==> src/sst_pkg.sv <==
package sst_pkg;
   localparam logic [1:0] SST_ADDR_CTRL   = 2'h0;
   localparam logic [1:0] SST_ADDR_STAT   = 2'h1;
   localparam logic [1:0] SST_ADDR_TXBUF  = 2'h2;
   localparam logic [1:0] SST_ADDR_RXBUF  = 2'h3;
   localparam logic [1:0] SST_MODE_TX     = 2'h0;
   localparam logic [1:0] SST_MODE_RX     = 2'h1;
   localparam logic [1:0] SST_MODE_TRX    = 2'h2;
   localparam logic [2:0] SST_CLK_EXT     = 3'h7;
   localparam int         SST_CTRL_START  = 0;
   localparam int         SST_CTRL_STOP   = 1;
   localparam int         SST_CTRL_ORDER  = 2;
   localparam int         SST_CTRL_MODE   = 3;
   localparam int         SST_CTRL_CLK    = 5;
   localparam logic [7:0] SST_CTRL_RESET  = 8'h00;
   localparam logic [7:0] SST_DATA_RESET  = 8'h00;
   // Only the transmit-empty flag is set out of reset or force stop
   localparam logic [5:0] SST_STAT_RESET  = 6'h08;
   localparam logic [7:0] SST_BITS        = 8'h08;
   localparam int         SST_CLK_HZ      = 25000000;
   localparam int         SST_MIN_HALF    = 2;

   typedef struct packed {
      logic [2:0] clk_sel;
      logic [1:0] mode;
      logic       order;
      logic       stop;
      logic       start;
   } sst_ctrl_t;

   typedef struct packed {
      logic tx_err;
      logic rx_err;
      logic tx_empty;
      logic rx_full;
      logic shift_act;
      logic xfer_act;
   } sst_stat_t;
endpackage

==> src/sst_clkgen.sv <==
`timescale 1ns/1ps
module sst_clkgen
   import sst_pkg::*;
#(
   parameter int CW = 12
)(
   input  wire logic          ref_clk_i,
   input  wire logic          nrst_i,
   input  wire logic          run_i,
   input  wire logic [2:0]    rate_i,
   output logic               sck_o,
   output logic               fall_o,
   output logic               rise_o
);
   // Half period halves with each step up of the rate code from 0 to 6
   logic [CW-1:0] cnt_q, cnt_d;
   logic          sck_q, sck_d;
   logic [CW-1:0] half;
   always_comb
   begin
      half  = CW'(SST_MIN_HALF) << (3'h6 - rate_i);
      cnt_d = cnt_q;
      sck_d = sck_q;
      fall_o = 1'b0;
      rise_o = 1'b0;
      if (!run_i && sck_q)
      begin
         cnt_d = '0;
      end
      else if (cnt_q >= half - CW'(1))
      begin
         cnt_d = '0;
         sck_d = ~sck_q;
         fall_o = sck_q;
         rise_o = ~sck_q;
      end
      else
      begin
         cnt_d = cnt_q + CW'(1);
      end
   end
   always_ff @(posedge ref_clk_i or negedge nrst_i)
   begin
      if (!nrst_i)
      begin
         cnt_q <= '0;
         sck_q <= 1'b1;
      end
      else
      begin
         cnt_q <= cnt_d;
         sck_q <= sck_d;
      end
   end
   assign sck_o = sck_q;
endmodule // sst_clkgen

==> src/sst_core.sv <==
// The implementer's own choices: the address-and-strobe port and the register addresses.
`timescale 1ns/1ps
module sst_core
   import sst_pkg::*;
#(
   parameter int CW = 12
)(
   input  wire logic       ref_clk_i,
   input  wire logic       nrst_i,
   input  wire logic [1:0] addr_i,
   input  wire logic [7:0] wdata_i,
   input  wire logic       wr_i,
   input  wire logic       rd_i,
   output logic      [7:0] rdata_o,
   input  wire logic       sck_i,
   output logic            sck_o,
   output logic            sck_oe_n_o,
   input  wire logic       sdi_i,
   output logic            sdo_o,
   output logic            serial_irq_o
);
   typedef enum logic [2:0] {
      ST_IDLE  = 3'b001,
      ST_SHIFT = 3'b010,
      ST_WAIT  = 3'b100
   } sst_state_t;

   sst_ctrl_t  ctrl_q, ctrl_d;
   sst_stat_t  stat_q, stat_d;
   sst_state_t st_q, st_d;
   logic [7:0] txbuf_q, txbuf_d, rxbuf_q, rxbuf_d, tsh_q, tsh_d, rsh_q, rsh_d;
   logic [7:0] rdata_q, rdata_d;
   logic [3:0] bits_q, bits_d;
   logic       sdo_q, sdo_d, irq_q, irq_d, irq_pend_q, irq_pend_d;
   logic       tx_empty_pend_q, tx_empty_pend_d;
   logic [1:0] pins_s;
   logic       ext_q, int_sck, int_fall, int_rise, run;
   logic       fall, rise, ext, tx_on, rx_on, wr_tx, rd_rx, msb;

   sst_sync #(.W(2)) u_sync (
      .ref_clk_i (ref_clk_i),
      .nrst_i    (nrst_i),
      .async_i   ({sck_i, sdi_i}),
      .sync_o    (pins_s)
   );
   sst_clkgen #(.CW(CW)) u_clk (
      .ref_clk_i (ref_clk_i),
      .nrst_i    (nrst_i),
      .run_i     (run),
      .rate_i    (ctrl_q.clk_sel),
      .sck_o     (int_sck),
      .fall_o    (int_fall),
      .rise_o    (int_rise)
   );

   assign ext   = (ctrl_q.clk_sel == SST_CLK_EXT);
   assign tx_on = (ctrl_q.mode == SST_MODE_TX) || (ctrl_q.mode == SST_MODE_TRX);
   assign rx_on = (ctrl_q.mode == SST_MODE_RX) || (ctrl_q.mode == SST_MODE_TRX);
   assign msb   = ~ctrl_q.order;
   assign wr_tx = wr_i && (addr_i == SST_ADDR_TXBUF);
   assign rd_rx = rd_i && (addr_i == SST_ADDR_RXBUF);
   assign fall  = ext ? (ext_q && !pins_s[1]) : int_fall;
   assign rise  = ext ? (!ext_q && pins_s[1]) : int_rise;
   // Internal clock runs only while shifting; parking between bytes is the wait
   assign run   = !ext && (st_q == ST_SHIFT);
   assign sck_o      = int_sck;
   assign sck_oe_n_o = ext;
   assign sdo_o        = sdo_q;
   assign serial_irq_o = irq_q;
   assign rdata_o      = rdata_q;

   always_comb
   begin
      ctrl_d = ctrl_q;
      stat_d = stat_q;
      st_d = st_q;
      txbuf_d = txbuf_q;
      rxbuf_d = rxbuf_q;
      tsh_d = tsh_q;
      rsh_d = rsh_q;
      bits_d = bits_q;
      sdo_d = sdo_q;
      irq_d = 1'b0;
      irq_pend_d = irq_pend_q;
      tx_empty_pend_d = tx_empty_pend_q;
      rdata_d = 8'h00;
      if (rd_i)
      begin
         unique case (addr_i)
            SST_ADDR_CTRL:  rdata_d = ctrl_q;
            SST_ADDR_STAT:  rdata_d = {2'b00, stat_q};
            SST_ADDR_TXBUF: rdata_d = 8'h00;
            SST_ADDR_RXBUF: rdata_d = rxbuf_q;
         endcase
      end
      if (wr_i && addr_i == SST_ADDR_CTRL)
      begin
         ctrl_d = sst_ctrl_t'(wdata_i);
      end
      if (wr_tx)
      begin
         txbuf_d = wdata_i;
         stat_d.tx_empty = 1'b0;
      end
      if (rd_rx && !stat_q.rx_err)
      begin
         stat_d.rx_full = 1'b0;
      end
      unique case (st_q)
         ST_IDLE:
         begin
            sdo_d = 1'b1;
            // Internal transmit needs data before the first clock
            if (ctrl_q.start && (ext ? fall : (!tx_on || !stat_q.tx_empty)))
            begin
               stat_d.xfer_act = 1'b1;
               stat_d.shift_act = 1'b1;
               bits_d = 4'h0;
               st_d = ST_SHIFT;
               if (tx_on)
               begin
                  tsh_d = txbuf_q;
                  tx_empty_pend_d = 1'b1;
                  if (stat_q.tx_empty)
                  begin
                     stat_d.tx_err = 1'b1;
                     irq_pend_d = 1'b1;
                  end
                  if (ext)
                  begin
                     sdo_d = stat_q.tx_empty ? 1'b1 : (msb ? txbuf_q[7] : txbuf_q[0]);
                     tsh_d = msb ? {txbuf_q[6:0], 1'b0} : {1'b0, txbuf_q[7:1]};
                  end
               end
            end
         end
         ST_SHIFT:
         begin
            if (rise)
            begin
               if (tx_empty_pend_q)
               begin
                  stat_d.tx_empty = 1'b1;
                  tx_empty_pend_d = 1'b0;
                  irq_pend_d = (ctrl_q.mode == SST_MODE_TX);
               end
               if (rx_on && !stat_q.rx_err)
               begin
                  rsh_d = msb ? {rsh_q[6:0], pins_s[0]} : {pins_s[0], rsh_q[7:1]};
               end
               bits_d = bits_q + 4'h1;
               if (bits_q == SST_BITS[3:0] - 4'h1)
               begin
                  if (rx_on && !stat_q.rx_err)
                  begin
                     if (stat_q.rx_full)
                     begin
                        stat_d.rx_err = 1'b1;
                        irq_d = 1'b1;
                     end
                     else
                     begin
                        rxbuf_d = msb ? {rsh_q[6:0], pins_s[0]} : {pins_s[0], rsh_q[7:1]};
                        stat_d.rx_full = 1'b1;
                        irq_d = 1'b1;
                     end
                  end
                  st_d = ST_WAIT;
               end
            end
            if (fall)
            begin
               if (irq_pend_q)
               begin
                  irq_d = 1'b1;
                  irq_pend_d = 1'b0;
               end
               if (bits_q == SST_BITS[3:0] - 4'h1)
               begin
                  stat_d.shift_act = 1'b0;
               end
               if (tx_on)
               begin
                  sdo_d = stat_q.tx_err ? 1'b1 : (msb ? tsh_q[7] : tsh_q[0]);
                  tsh_d = msb ? {tsh_q[6:0], 1'b0} : {1'b0, tsh_q[7:1]};
               end
            end
         end
         ST_WAIT:
         begin
            if (!ctrl_q.start)
            begin
               stat_d.xfer_act = 1'b0;
               sdo_d = 1'b1;
               st_d = ST_IDLE;
            end
            else if (ext ? fall : ((!tx_on || !stat_q.tx_empty) && (!rx_on || !stat_q.rx_full)))
            begin
               // Data written in time is sent without a gap
               st_d = ST_SHIFT;
               stat_d.shift_act = 1'b1;
               bits_d = 4'h0;
               if (tx_on)
               begin
                  tsh_d = txbuf_q;
                  tx_empty_pend_d = 1'b1;
                  if (stat_q.tx_empty)
                  begin
                     stat_d.tx_err = 1'b1;
                     irq_pend_d = 1'b1;
                  end
                  if (ext)
                  begin
                     sdo_d = (stat_q.tx_empty || stat_q.tx_err) ? 1'b1 :
                             (msb ? txbuf_q[7] : txbuf_q[0]);
                     tsh_d = msb ? {txbuf_q[6:0], 1'b0} : {1'b0, txbuf_q[7:1]};
                  end
               end
            end
         end
         default:
         begin
            st_d = ST_IDLE;
         end
      endcase
      if (ctrl_q.stop)
      begin
         ctrl_d = SST_CTRL_RESET;
         stat_d = SST_STAT_RESET;
         txbuf_d = SST_DATA_RESET;
         rxbuf_d = SST_DATA_RESET;
         st_d = ST_IDLE;
         sdo_d = 1'b1;
         irq_pend_d = 1'b0;
         tx_empty_pend_d = 1'b0;
      end
   end

   always_ff @(posedge ref_clk_i or negedge nrst_i)
   begin
      if (!nrst_i)
      begin
         ctrl_q <= SST_CTRL_RESET;
         stat_q <= SST_STAT_RESET;
         st_q <= ST_IDLE;
         txbuf_q <= SST_DATA_RESET;
         rxbuf_q <= SST_DATA_RESET;
         tsh_q <= SST_DATA_RESET;
         rsh_q <= SST_DATA_RESET;
         bits_q <= 4'h0;
         sdo_q <= 1'b1;
         irq_q <= 1'b0;
         irq_pend_q <= 1'b0;
         tx_empty_pend_q <= 1'b0;
         rdata_q <= 8'h00;
         ext_q <= 1'b1;
      end
      else
      begin
         ctrl_q <= ctrl_d;
         stat_q <= stat_d;
         st_q <= st_d;
         txbuf_q <= txbuf_d;
         rxbuf_q <= rxbuf_d;
         tsh_q <= tsh_d;
         rsh_q <= rsh_d;
         bits_q <= bits_d;
         sdo_q <= sdo_d;
         irq_q <= irq_d;
         irq_pend_q <= irq_pend_d;
         tx_empty_pend_q <= tx_empty_pend_d;
         rdata_q <= rdata_d;
         ext_q <= pins_s[1];
      end
   end

   property p_tx_clear;
      @(posedge ref_clk_i) disable iff (!nrst_i)
      wr_tx && !ctrl_q.stop |=> !stat_q.tx_empty;
   endproperty
   a_tx_clear: assert property (p_tx_clear) else $error("empty flag not cleared");

   property p_rx_clear;
      @(posedge ref_clk_i) disable iff (!nrst_i)
      rd_rx && !stat_q.rx_err && !ctrl_q.stop && !(rise && bits_q == 4'h7) |=> !stat_q.rx_full;
   endproperty
   a_rx_clear: assert property (p_rx_clear) else $error("full flag not cleared");

   property p_stop;
      @(posedge ref_clk_i) disable iff (!nrst_i)
      ctrl_q.stop |=> !ctrl_q.start && !stat_q.xfer_act && st_q == ST_IDLE;
   endproperty
   a_stop: assert property (p_stop) else $error("force stop ignored");

   property p_err_high;
      @(posedge ref_clk_i) disable iff (!nrst_i)
      stat_q.tx_err && $past(stat_q.tx_err) |-> sdo_q;
   endproperty
   a_err_high: assert property (p_err_high) else $error("data out low on error");

   property p_idle_high;
      @(posedge ref_clk_i) disable iff (!nrst_i)
      st_q == ST_IDLE && $past(st_q == ST_IDLE) |-> sdo_q && sck_o;
   endproperty
   a_idle_high: assert property (p_idle_high) else $error("idle pins not high");

   property p_rx_keep;
      @(posedge ref_clk_i) disable iff (!nrst_i)
      stat_q.rx_err && !ctrl_q.stop |=> $stable(rxbuf_q) && $stable(rsh_q);
   endproperty
   a_rx_keep: assert property (p_rx_keep) else $error("data changed on error");

   property p_wait_park;
      @(posedge ref_clk_i) disable iff (!nrst_i)
      st_q == ST_WAIT && !ext |-> sck_o;
   endproperty
   a_wait_park: assert property (p_wait_park) else $error("clock not parked");

   property p_no_start;
      @(posedge ref_clk_i) disable iff (!nrst_i)
      st_q == ST_IDLE && !ext && ctrl_q.mode == SST_MODE_TX && stat_q.tx_empty |=> st_q == ST_IDLE;
   endproperty
   a_no_start: assert property (p_no_start) else $error("started without data");

   property p_wait_quiet;
      @(posedge ref_clk_i) disable iff (!nrst_i)
      st_q == ST_WAIT |-> !stat_q.shift_act;
   endproperty
   a_wait_quiet: assert property (p_wait_quiet) else $error("shift flag after byte");

   property p_rx_done;
      @(posedge ref_clk_i) disable iff (!nrst_i)
      st_q == ST_SHIFT && rise && bits_q == 4'h7 && rx_on && !stat_q.rx_err &&
      !stat_q.rx_full && !ctrl_q.stop |=> stat_q.rx_full && serial_irq_o;
   endproperty
   a_rx_done: assert property (p_rx_done) else $error("byte not delivered");
endmodule // sst_core

==> src/sst_sync.sv <==
`timescale 1ns/1ps
module sst_sync
   import sst_pkg::*;
#(
   parameter int W = 2
)(
   input  wire logic         ref_clk_i,
   input  wire logic         nrst_i,
   input  wire logic [W-1:0] async_i,
   output logic      [W-1:0] sync_o
);
   logic [W-1:0] meta_q;
   logic [W-1:0] sync_q;
   always_ff @(posedge ref_clk_i or negedge nrst_i)
   begin
      if (!nrst_i)
      begin
         meta_q <= '1;
         sync_q <= '1;
      end
      else
      begin
         meta_q <= async_i;
         sync_q <= meta_q;
      end
   end
   assign sync_o = sync_q;
endmodule // sst_sync

==> config.mk <==
export PLATFORM = sky130hd
export DESIGN_NAME = sst_core
export DESIGN_NICKNAME = d
export VERILOG_FILES = /design/src/sst_pkg.sv /design/src/sst_clkgen.sv /design/src/sst_core.sv /design/src/sst_sync.sv
export SDC_FILE = /design/constraint.sdc
export NUM_CORES = 1
export LEC_CHECK = 0
export BUFFER_PORTS_ARGS = -buffer_cell sky130_fd_sc_hd__buf_2
export CORE_ASPECT_RATIO = 1.5
export CORE_MARGIN = 2
export CORE_UTILIZATION = 28
export CTS_CLUSTER_DIAMETER = 150
export CTS_CLUSTER_SIZE = 20
export DETAILED_ROUTE_END_ITERATION = 16
export PLACE_DENSITY_LB_ADDON = 0.2
export SLEW_MARGIN = 25
export SYNTH_ARGS = -nofsm -noshare
export SYNTH_HDL_FRONTEND = slang
export SYNTH_SLANG_ARGS = --single-unit
export TNS_END_PERCENT = 30
==> constraint.sdc <==
create_clock -name ref_clk_i -period 5.46 [get_ports ref_clk_i]
set_input_delay 1.365 -clock ref_clk_i [delete_from_list [all_inputs] [get_ports ref_clk_i]]
set_output_delay 1.365 -clock ref_clk_i [all_outputs]
set_load 0.05 [all_outputs]
==> metrics.md, run 1 <==
| Metric | Value |
|---|---|
| WP data required | 5.69 ns |
| WL met3 | 204 um |
| Fin. Hold Viols | 0 |
| Lkg Pwr | 2.35 nW |
| Height of the die | 161 um |
| Layout cells sized above 1 | 20.4% |
| Most frequent cells in the layout | dfrtp_1 (74), nor2_1 (57), mux2i_1 (39) |
| Number of synthesized flops with an enable pin | 0 |
| Area Growth Syn to Fin | 12.5% |
| Final setup vio count | 0 |
| Slew Limit Fails | 0 |
| Hold Buf Count CTS | 0 |
| Vias in the first global route | 3462 |
| Fin cells | 682 |
| Top Ports | 28 |
| Pin count of the biggest net entering global routing | 56 |
| Skew final | 0.0106 ns |
| Sw Pwr | 0.000708 W |
| Post-Syn Instances | 456 |
| Crit path launch type | flip-flop |
| Combinational power share | 29.7% |
| Peak supply drop | 0.000139 V |
| Clock sink total | 83 |
| Post-synthesis cell type count | 63 |
| Nets | 501 |
| Rel. slew slack | 46.4% |
| Post-synthesis sequential area ratio | 45.1% |
| Setup TNS | 0 ns |
| Final WL | 11.0 mm |
| Site row count | 57 |
| CP Max Fanout | 12 |
| Number of iterations in the first detailed-routing pass | 4 |
| Power Density | 385 mW/mm^2 |
| Ys flop type | dfrtp_1 |
| Vias per std cell | 4.90 |
| Fmax | 240 MHz |
| Starting DRT DRC Count | 166 |
| Internal power | 0.00130 W |
| Met2 WL | 6.06 mm |
| Final min period | 4.16 ns |
| Detailed Place HPWL | 8.17 mm |
| Cell area after synthesis | 0.00463 mm^2 |
| Clock transition at path regs | 0.07 ns |
| Total gr overflow | 0 |
| Longest Clk Path Bufs | 2 |
| Post-route ant nets | 0 |
| Core Area | 0.0162 mm^2 |
| Async SR Flop Fraction | 100% |
| Syn_nets | 486 |
| Post-layout util | 32.2% |
| Post-Place Cell Area | 0.00492 mm^2 |
| Status | finished clean |
| Antenna violations before repair | 0 |
| RSZ-0062 raised after global routing | no |
| Fillers | 1668 |
| Post-route cell area | 0.00521 mm^2 |
| Register bit count reported by yosys | 83 |
| Critical path capture point type | flip-flop |
| Port Buffers | 27 |
| Clk pwr share | 29.8% |
| Initial Util | 28.6% |
| Total Routing Usage GR | 13.5% |
| H-Tree Depth | 3 |
| Post_cts resized | 0 |
| Number of antenna diodes | 0 |
| Die area | 0.0176 mm^2 |
| Final worst-path cycle share | 76.3% |
| CTS tree | yes |
| GPL Wtd Cong | 0.764 |
| Top routing layer in use | met4 |
| Leading cell type in the layout, fill and taps excluded | dfrtp_1 |
| HP Class | flip-flop to flip-flop |
| Vias | 3345 |
| Routed wire length per instance | 16.1 um |
| Total CTS buffers | 9 |
| DRC | 0 |
| Placed cells | 666 |
| First-pass GRT wire length | 18.6 mm |
| Crit path DAT | 4.39 ns |
| Avg Cell Area, Syn | 10.2 um^2 |
| Worst-skew pair later-pin latency | 0.35 ns |
| Worst Setup Path Type | flip-flop to flip-flop |
| CTS root buffer | clkbuf_16 |
| Max Cap Viol | 0 |
| Die width | 109 um |
| Worst slew pin tran | 0.804 ns |
| Syn. warnings | 0 |
| Sw frac | 35.3% |
| Sequential share of power | 40.5% |
| M1 wire length | 4.58 mm |
| Setup bufs post-CTS | 0 |
[critical path, stage by stage (launching register included)]
cell and delay, ns:
dfrtp_1 0.60, nand2b_1 0.15, or2_2 0.32, ha_1 0.28, nor3_1 0.16, a21oi_1 0.06, nor2_1 0.11, a31oi_1 0.06
ha_1 0.31, nand4_1 0.09, nor2_1 0.05, a221oi_2 0.46, nand2_1 0.23, a31oi_1 0.32, a211o_1 0.50, mux2_4 0.34
[power by group through the flow]
stage	registers, W	logic [W]	clock network [W]
after floorplan	0.000810	0.000481	0
after global placement	0.000823	0.000593	0
after detailed placement	0.000826	0.000601	0
after CTS	0.000814	0.000604	0.000619
after global routing	0.000829	0.000662	0.000644
final	0.000812	0.000597	0.000598
[path summary, 6_finish.rpt]
path,startpoint,to,slack (ns),cells past startpoint
worst min register to register,u_sync.meta_q[0],u_sync.sync_o[0],0.36,0
worst min-delay path,u_sync.meta_q[0],u_sync.sync_o[0],0.36,0
worst max-delay path,ctrl_q[7],tsh_q[4],1.30,15
worst max register to register,ctrl_q[7],tsh_q[4],1.30,15
min in group asynchronous,nrst_i,u_clk.cnt_q[9],0.94,1
max in group asynchronous,nrst_i,ctrl_q[0],3.47,2
[cells in the mapped netlist (5+ instances only)]
cell type,n,share of area [%]
nand3_1,13,1.4
nor3_1,6,0.65
mux2_2,17,4.1
mux2_4,8,2.6
xnor2_1,7,1.3
nor2_1,57,4.6
nand2_1,36,2.9
ha_1,14,3.8
mux2i_1,39,8.4
dfrtp_1,74,40
a31oi_1,6,0.81
a211oi_1,8,1.3
a21oi_1,30,3.2
clkbuf_1,18,1.5
inv_1,8,0.65
and2_1,9,1.2
nand3b_1,5,0.81
xor2_1,5,0.95
o21ai_0,20,2.2
nand2b_1,5,0.68
dfstp_2,9,5.1
[stage by stage]
stage | hold slack (ns) | power (W) | setup slack, ns
final | 0.356 | 0.00201 | 1.30
after global routing | 0.360 | 0.00214 | 0.834
after CTS | 0.359 | 0.00204 | 1.30
after detailed placement | 0.347 | 0.00143 | 1.31
after global placement | 0.346 | 0.00142 | 1.46
after floorplan | 0.345 | 0.00129 | 1.76
[kinds of logic (layout without fill, tap and decap cells)]
family	Yosys count	count (layout)	synth area share [%]
AOI/OAI and AO/OA	89	89	12.8
DFF	83	83	45.1
and+or+nand+nor	156	156	17.0
buffers and inverters	36	56	3.68
xor gates and xnor gates	12	12	2.27
muxes	64	64	15.2
other	2	2	0.162
adders and majority gates	14	14	3.78
[state kept, by name, indices dropped and copies added, names as in the netlist, 6 cells and up]
signal	flops
ctrl_q	8
rdata_o	8
rsh_q	8
rxbuf_q	8
stat_q	6
tsh_q	8
txbuf_q	8
u_clk.cnt_q	12
[layout make-up]
class / instances / area [um^2] / share of cell area (%)
Clock buffer: 9 / 225 / 4.32
Clock inverter: 7 / 66.3 / 1.27
Inverter: 10 / 38.8 / 0.745
Multi-Input combinational cell: 337 / 2370 / 45.5
Sequential cell: 83 / 2090 / 40.1
Tap cell: 206 / 258 / 4.95
Timing Repair Buffer: 30 / 160 / 3.08
[per-layer routing]
layer	vias up	track usage (%)
li1	1638	-
met1	1672	16.0
met2	29	24.2
met3	6	2.58
met4	0	4.37
met5	-	0
Power figures use the tool's default switching activity.
==> inputs of run 2 (changes only) <==
ABC_AREA = 1   (was default)
clock period = 4.1 ns   (was 5.46 ns; I/O delays follow)
==> run 2 against run 1 <==
First-iteration DRC count decreased by 45%. Largest power group unchanged. Clock-buffer cell count rose by 2. Die area down 1.0%. Combinational power increased by 51%. Hold slack is essentially flat.
==> metrics.md, run 2 <==
| Metric | Value |
|---|---|
| Most frequent CP cell | nand2_1 |
| Synth Area in Compound Gates | 14.4% (+1.6 points) |
| Detailed Place HPWL | 8.60 mm (+5.3%) |
| DRC | 0 (unchanged) |
| Total CTS buffers | 9 (unchanged) |
| Slew Limit Fails | 0 (unchanged) |
| Post-synthesis cell type count | 45 (-29%) |
| WP buf/inv | 4 (+4) |
| Top Usage Layer GRT | met2 |
| Worst path max stage delay | 0.48 ns (-0.12 ns) |
| Crit-path cells | inv_2 > nor3_1 > inv_1 > ha_1 > inv_1 > a21oi_1 > nand3_1 > ha_1 > nand2_1 > inv_1 > nand2_1 > nor2_1 > nand2_1 > nand3_2 > nand2_2 > nand2_4 > nand2_2 > nor2_4 > nand2_1 > o21a_1 |
| RSZ-0062 raised after global routing | no |
| Lkg Pwr | 2.54 nW (+8.1%) |
| Cell area after synthesis | 0.00458 mm^2 (-1.1%) |
| Total gr overflow | 0 (unchanged) |
| Initial Util | 28.4% (-0.18 points) |
| Reg-to-reg slack, setup | 0.98 ns (-0.31 ns) |
| Area Growth Syn to Fin | 13.2% |
| Top Ports | 28 (unchanged) |
| Vias per std cell | 4.68 (-4.6%) |
| Worst Reg-to-Reg Cells | 20 (+5) |
| Adder-cell share of the synthesized area | 3.83% (+0.041 points) |
| Largest register FFs | 12 (unchanged) |
| Longest Clk Path Bufs | 2 (unchanged) |
| Mux contribution to synthesized area | 1.09% (-14 points) |
| Async SR Flop Fraction | 100% (unchanged) |
| Final worst-path cycle share | 76.0% (-0.30 points) |
| Fillers | 1783 (+6.9%) |
| Port Buffers | 27 (unchanged) |
| Area share of the largest cell type after synthesis | 40.4% (+0.44 points) |
| Most common cell in the netlist | nand2_1 |
| Power Density | 531 mW/mm^2 (+38%) |
| Hold Buf Count CTS | 0 (unchanged) |
| Avg Cell Area, Syn | 7.96 um^2 (-22%) |
| Leading cell type in the layout, fill and taps excluded | nand2_1 |
| First-pass GRT wire length | 19.6 mm (+5.6%) |
| Slowest cell on crit path | dfrtp_1 |
| Setup bufs post-CTS | 0 (unchanged) |
| Routed wire length per instance | 14.1 um (-12%) |
| HP Class | flip-flop to flip-flop |
| Post-synthesis xor/xnor area fraction | 1.53% (-0.74 points) |
| Fmax | 321 MHz (+34%) |
| Worst slew pin tran | 0.759 ns (-0.0447 ns) |
| Layout cells sized above 1 | 14.6% (-5.8 points) |
| Largest family of logic cells by synthesized area | simple AND/OR/NAND/NOR gates |
| Synth top cells by count | nand2_1 (144), dfrtp_1 (74), inv_1 (61) |
| FF-to-FF End | rsh_q[1] |
| CP Max Fanout | 16 (+4) |
| WP data required | 4.33 ns (-1.36 ns) |
| Worst-skew pair later-pin latency | 0.34 ns (about the same) |
| Number of antenna diodes | 0 (unchanged) |
| Worst Hold Path EP | u_sync.sync_o[1] |
| Post_cts resized | 0 (unchanged) |
| Vias in the first global route | 4020 (+16%) |
| Fin. Hold Viols | 0 (unchanged) |
| Met1 Usage GRT | 16.1% (+0.13 points) |
| Ys flop type | dfrtp_1 |
| Pin count of the biggest net entering global routing | 81 (+45%) |
| Final WL | 11.5 mm (+4.2%) |
| Register bit count reported by yosys | 83 (unchanged) |
| CTS root buffer | clkbuf_16 |
| Vias | 3791 (+13%) |
| Clock sink total | 83 (unchanged) |
| Post-Syn Instances | 575 (+26%) |
| Synth top area cells | dfrtp_1 (40%), nand2_1 (12%), o21ai_0 (6.1%), dfstp_2 (5.2%), inv_1 (5.0%) |
| Die width | 108 um (-0.52%) |
| Syn. warnings | 0 (unchanged) |
| Site row count | 57 (unchanged) |
| Die area | 0.0174 mm^2 (-1.0%) |
| Met2 Usage GRT | 25.7% (+1.5 points) |
| Worst hold stages | 0 (unchanged) |
| Hold_ws | 0.356 ns (-0.000332 ns) |
| Max Cap Viol | 0 (unchanged) |
| Status | finished clean |
| Total Routing Usage GR | 14.5% (+0.94 points) |
| Simple-gate share of the synthesized area | 26.0% (+9.0 points) |
| Nets | 629 (+26%) |
| Largest Register | u_clk.cnt_q |
| Rel. slew slack | 49.4% (+3.0 points) |
| Skew final | 0.00837 ns (-0.00227 ns) |
| Core Area | 0.0161 mm^2 (-0.44%) |
| Post-layout util | 32.2% (about the same) |
| Min-Delay Startpoint | u_sync.meta_q[1] |
| Number of synthesized flops with an enable pin | 0 (unchanged) |
| Syn_nets | 605 (+24%) |
| Height of the die | 161 um (-0.53%) |
| Area leader, netlist | dfrtp_1 |
| Starting DRT DRC Count | 92 (-45%) |
| Post-route ant nets | 0 (unchanged) |
| Setup TNS | 0 ns (unchanged) |
| Crit-path leading delay family | simple AND/OR/NAND/NOR gates |
| H-Tree Depth | 3 (unchanged) |
| Antenna violations before repair | 0 (unchanged) |
| Worst Setup Path Type | flip-flop to flip-flop |
| CTS tree | yes |
| Crit path DAT | 3.34 ns (-1.05 ns) |
| Final min period | 3.12 ns (-1.05 ns) |
| Clock transition at path regs | 0.06 ns (about the same) |
| Reg-to-reg startpoint | ctrl_q[7] |
| Post-synthesis sequential area ratio | 45.6% (+0.49 points) |
| Final setup vio count | 0 (unchanged) |
| Most frequent cells in the layout | nand2_1 (144), dfrtp_1 (74), inv_1 (61) |
| Number of iterations in the first detailed-routing pass | 4 (unchanged) |
| Met3 track demand over resource | 3.13% (+0.54 points) |
| Peak supply drop | 0.000177 V (+28%) |
| Crit path launch type | flip-flop |
| Critical path capture point type | flip-flop |
| GPL Wtd Cong | 0.858 (+12%) |
## run 2: final cells by class
class / instances / area, um^2 / area share (%)
multi-input combinational: 409 / 2150 / 41.5
sequential: 83 / 2090 / 40.3
timing repair buffer: 31 / 171 / 3.31
inverter: 65 / 244 / 4.71
tap: 206 / 258 / 4.97
clock buffer: 11 / 233 / 4.49
clock inverter: 5 / 40.0 / 0.772
## run 2: through the flow
step                instance area [um^2]  std cells  setup WS (ns)  power, W
floorplan                           4580        575           1.41   0.00180
global placement                    4910        794           1.11   0.00201
detailed placement                  4910        794          0.990   0.00202
CTS                                 5180        810          0.972   0.00278
global route                        5180        810          0.610   0.00297
finish                              5180        810          0.985   0.00275
## run 2: cell families (layout without fill, tap and decap cells)
family / count (synthesis) / in the layout
AOI/OAI and AO/OA: 113 / 113
adders and majority gates: 14 / 14
other: 2 / 2
DFF: 83 / 83
xor gates and xnor gates: 8 / 8
buffers and inverters: 83 / 112
and+or+nand+nor: 267 / 267
muxes: 5 / 5
## run 2: metal layers
layer  wire length, um  part of all wire [%]
met4               339                   3.0
met1              4780                    42
met2              5990                    52
met3               348                   3.0
met5                 0                     0
## run 2: report_power, final
| part | switching (W) | internal (W) | leakage [nW] |
|---|---|---|---|
| sequential | 0.000118 | 0.000981 | 1.07 |
| combinational | 0.000596 | 0.000303 | 1.33 |
| clock | 0.000340 | 0.000414 | 0.134 |
## run 2: worst max-delay path by stage
stage	from	cells after the start	slack (ns)	endpoint
after floorplan	ctrl_q[7]	22	1.41	rsh_q[6]
after global placement	ctrl_q[7]	20	1.11	rsh_q[0]
after detailed placement	ctrl_q[7]	20	0.99	rsh_q[5]
after CTS	ctrl_q[7]	20	0.97	rsh_q[5]
after global routing	ctrl_q[7]	20	0.61	rxbuf_q[3]
final	ctrl_q[7]	20	0.98	rsh_q[1]
==> inputs of run 3 (changes only) <==
clock period = 3.15 ns   (was 4.1 ns; I/O delays follow)
==> run 3 against run 2 <==
Worst setup slack got worse by 0.68 ns. Sequential share of layout area decreased by 0.53 points. Clock-buffer cell count decreased by 2. Maximum frequency increased by 9.6%. Largest power group unchanged. Clock power increased by 32%. Register-to-register slack got worse by 0.68 ns. First-iteration DRC count increased by 50%. Utilization increased by 0.47 points. Hold slack about the same.
==> metrics.md, run 3 (same netlist as run 2, synthesis figures left out) <==
| Metric | Value |
|---|---|
| Lkg Pwr | 2.58 nW (+1.6%) |
| HP Class | flip-flop to flip-flop |
| Antenna violations before repair | 0 (unchanged) |
| Hold Buf Count CTS | 0 (unchanged) |
| Longest Clk Path Bufs | 2 (unchanged) |
| Final min period | 2.84 ns (-0.272 ns) |
| Height of the die | 161 um (unchanged) |
| Layout cells sized above 1 | 16.8% (+2.2 points) |
| Crit path launch type | flip-flop |
| Worst Reg-to-Reg Cells | 21 (+5.0%) |
| Top Ports | 28 (unchanged) |
| GPL Wtd Cong | 0.866 (+1.0%) |
| WP buf/inv | 5 (+1) |
| Hold_ws | 0.356 ns (+0.000222 ns) |
| Reg-to-reg startpoint | ctrl_q[6] |
| CP Max Fanout | 16 (unchanged) |
| First-pass GRT wire length | 19.1 mm (-2.7%) |
| Most frequent cells in the layout | nand2_1 (142), dfrtp_1 (72), inv_1 (60) |
| Clock sink total | 83 (unchanged) |
| Worst-skew pair later-pin latency | 0.34 ns (about the same) |
| Die width | 108 um (unchanged) |
| H-Tree Depth | 3 (unchanged) |
| Crit path DAT | 3.08 ns (-0.26 ns) |
| Max Cap Viol | 0 (unchanged) |
| Initial Util | 28.4% (unchanged) |
| Post-route ant nets | 0 (unchanged) |
| Fin. Hold Viols | 0 (unchanged) |
| Largest register FFs | 12 (unchanged) |
| Reg-to-reg slack, setup | 0.31 ns (-0.68 ns) |
| Crit-path leading delay family | simple AND/OR/NAND/NOR gates |
| Pin count of the biggest net entering global routing | 84 (+3.7%) |
| Worst path max stage delay | 0.45 ns (-0.03 ns) |
| Worst Hold Path EP | u_sync.sync_o[0] |
| Critical path capture point type | flip-flop |
| Leading cell type in the layout, fill and taps excluded | nand2_1 |
| Total CTS buffers | 9 (unchanged) |
| Nets | 632 (+0.48%) |
| WP data required | 3.39 ns (-0.94 ns) |
| Total gr overflow | 0 (unchanged) |
| Setup TNS | 0 ns (unchanged) |
| Largest Register | u_clk.cnt_q |
| Crit-path cells | inv_2 > nor3_2 > inv_1 > ha_2 > inv_1 > a21oi_2 > nand3_1 > ha_1 > nand2_1 > inv_1 > nand2_1 > nor2_1 > nand2_1 > nand3_2 > nand2_2 > nand2_4 > nand2_2 > nor2_4 > buf_12 > nand2_1 > o21a_1 |
| Final setup vio count | 0 (unchanged) |
| Most frequent CP cell | nand2_1 |
| Fmax | 352 MHz (+9.6%) |
| Vias in the first global route | 3895 (-3.1%) |
| Site row count | 57 (unchanged) |
| Area Growth Syn to Fin | 14.9% |
| Slew Limit Fails | 0 (unchanged) |
| Starting DRT DRC Count | 138 (+50%) |
| Skew final | 0.00777 ns (-0.000601 ns) |
| Worst Setup Path Type | flip-flop to flip-flop |
| Worst slew pin tran | 0.755 ns (-0.00416 ns) |
| Vias | 3784 (-0.18%) |
| Routed wire length per instance | 14.3 um (+1.2%) |
| Status | finished clean |
| Clock transition at path regs | 0.06 ns (about the same) |
| Vias per std cell | 4.65 (-0.55%) |
| CTS tree | yes |
| Number of iterations in the first detailed-routing pass | 4 (unchanged) |
| DRC | 0 (unchanged) |
| Number of antenna diodes | 0 (unchanged) |
| Worst hold stages | 0 (unchanged) |
| CTS root buffer | clkbuf_16 |
| Port Buffers | 27 (unchanged) |
| Peak supply drop | 0.000234 V (+32%) |
| Slowest cell on crit path | dfrtp_2 |
| Power Density | 688 mW/mm^2 (+30%) |
| Final WL | 11.6 mm (+1.6%) |
| Detailed Place HPWL | 8.63 mm (+0.26%) |
| Die area | 0.0174 mm^2 (unchanged) |
| Total Routing Usage GR | 14.0% (-0.44 points) |
| Rel. slew slack | 49.7% (+0.28 points) |
| Core Area | 0.0161 mm^2 (unchanged) |
| FF-to-FF End | rsh_q[0] |
| Min-Delay Startpoint | u_sync.meta_q[0] |
| Final worst-path cycle share | 90.2% (+14 points) |
run 3: cell count changes in the layout (fill, tap and decap cells not counted), moves of 2 or more:
| cell | previous run | this run |
|---|---|---|
| buf_12 | 0 | 2 |
| buf_4 | 4 | 6 |
| clkbuf_1 | 2 | 0 |
| clkinv_2 | 1 | 3 |
| clkinv_4 | 4 | 2 |
| dfrtp_1 | 74 | 72 |
| dfrtp_2 | 0 | 2 |
| nand2_1 | 144 | 142 |
run 3: worst max-delay path by stage:
stage               cells after the start  slack (ns)  endpoint  startpoint
floorplan                              22        0.46  rsh_q[6]   ctrl_q[7]
global placement                       20        0.20  rsh_q[2]   ctrl_q[6]
detailed placement                     20         0.1  rsh_q[0]   ctrl_q[6]
CTS                                    20        0.07  rsh_q[0]   ctrl_q[6]
global route                           21      -0.004  rsh_q[5]   ctrl_q[6]
finish                                 21        0.31  rsh_q[0]   ctrl_q[6]
run 3: worst reg2reg max path: stages, from the launching register on:
cell	delay [ns]
dfrtp_2	0.45
inv_2	0.11
nor3_2	0.06
inv_1	0.06
ha_2	0.20
inv_1	0.07
a21oi_2	0.15
nand3_1	0.10
ha_1	0.31
nand2_1	0.06
inv_1	0.05
nand2_1	0.05
nor2_1	0.10
nand2_1	0.08
nand3_2	0.11
nand2_2	0.10
nand2_4	0.11
nand2_2	0.12
nor2_4	0.16
buf_12	0.14
nand2_1	0.06
o21a_1	0.10
run 3: area by class of cell:
class	count	area [um^2]
Clock buffer	9	225
Clock inverter	7	52.6
Fill cell	1730	10900
Inverter	65	244
Multi-Input combinational cell	409	2170
Sequential cell	83	2090
Tap cell	206	258
Timing Repair Buffer	34	215
run 3: report_power, final:
part / internal [W] / switching (W) / leakage, nW
Combinational: 0.000405 / 0.000778 / 1.37
Sequential: 0.00128 / 0.000159 / 1.07
Clock: 0.000541 / 0.000458 / 0.141
run 3: layer usage:
| layer | wire length [um] | global-route usage [%] | up-vias |
|---|---|---|---|
| li1 | - | - | 1920 |
| met3 | 348 | 2.96 | 25 |
| met4 | 394 | 6.70 | 0 |
| met5 | 0 | 0 | - |
| met1 | 4830 | 15.8 | 1783 |
| met2 | 6070 | 24.8 | 56 |
run 3: timing repair:
action	in CTS	in global routing
resized for setup	0	11
buffers inserted	0	1
setup endpoints to repair	0	26
run 3: through the flow:
| step | power, W | setup slack [ns] | cell area (um^2) | utilization [%] | std cells |
|---|---|---|---|---|---|
| 2_1_floorplan | 0.00234 | 0.456 | 4580 | - | 575 |
| 3_3_place_gp | 0.00262 | 0.196 | 4940 | 30.6 | 796 |
| 3_5_place_dp | 0.00263 | 0.0960 | 4940 | 30.6 | 796 |
| 4_1_cts | 0.00365 | 0.0699 | 5210 | 32.3 | 812 |
| 5_1_grt | 0.00388 | -0.00369 | 5260 | 32.6 | 813 |
| 6_report | 0.00362 | 0.307 | 5260 | 32.6 | 813 |
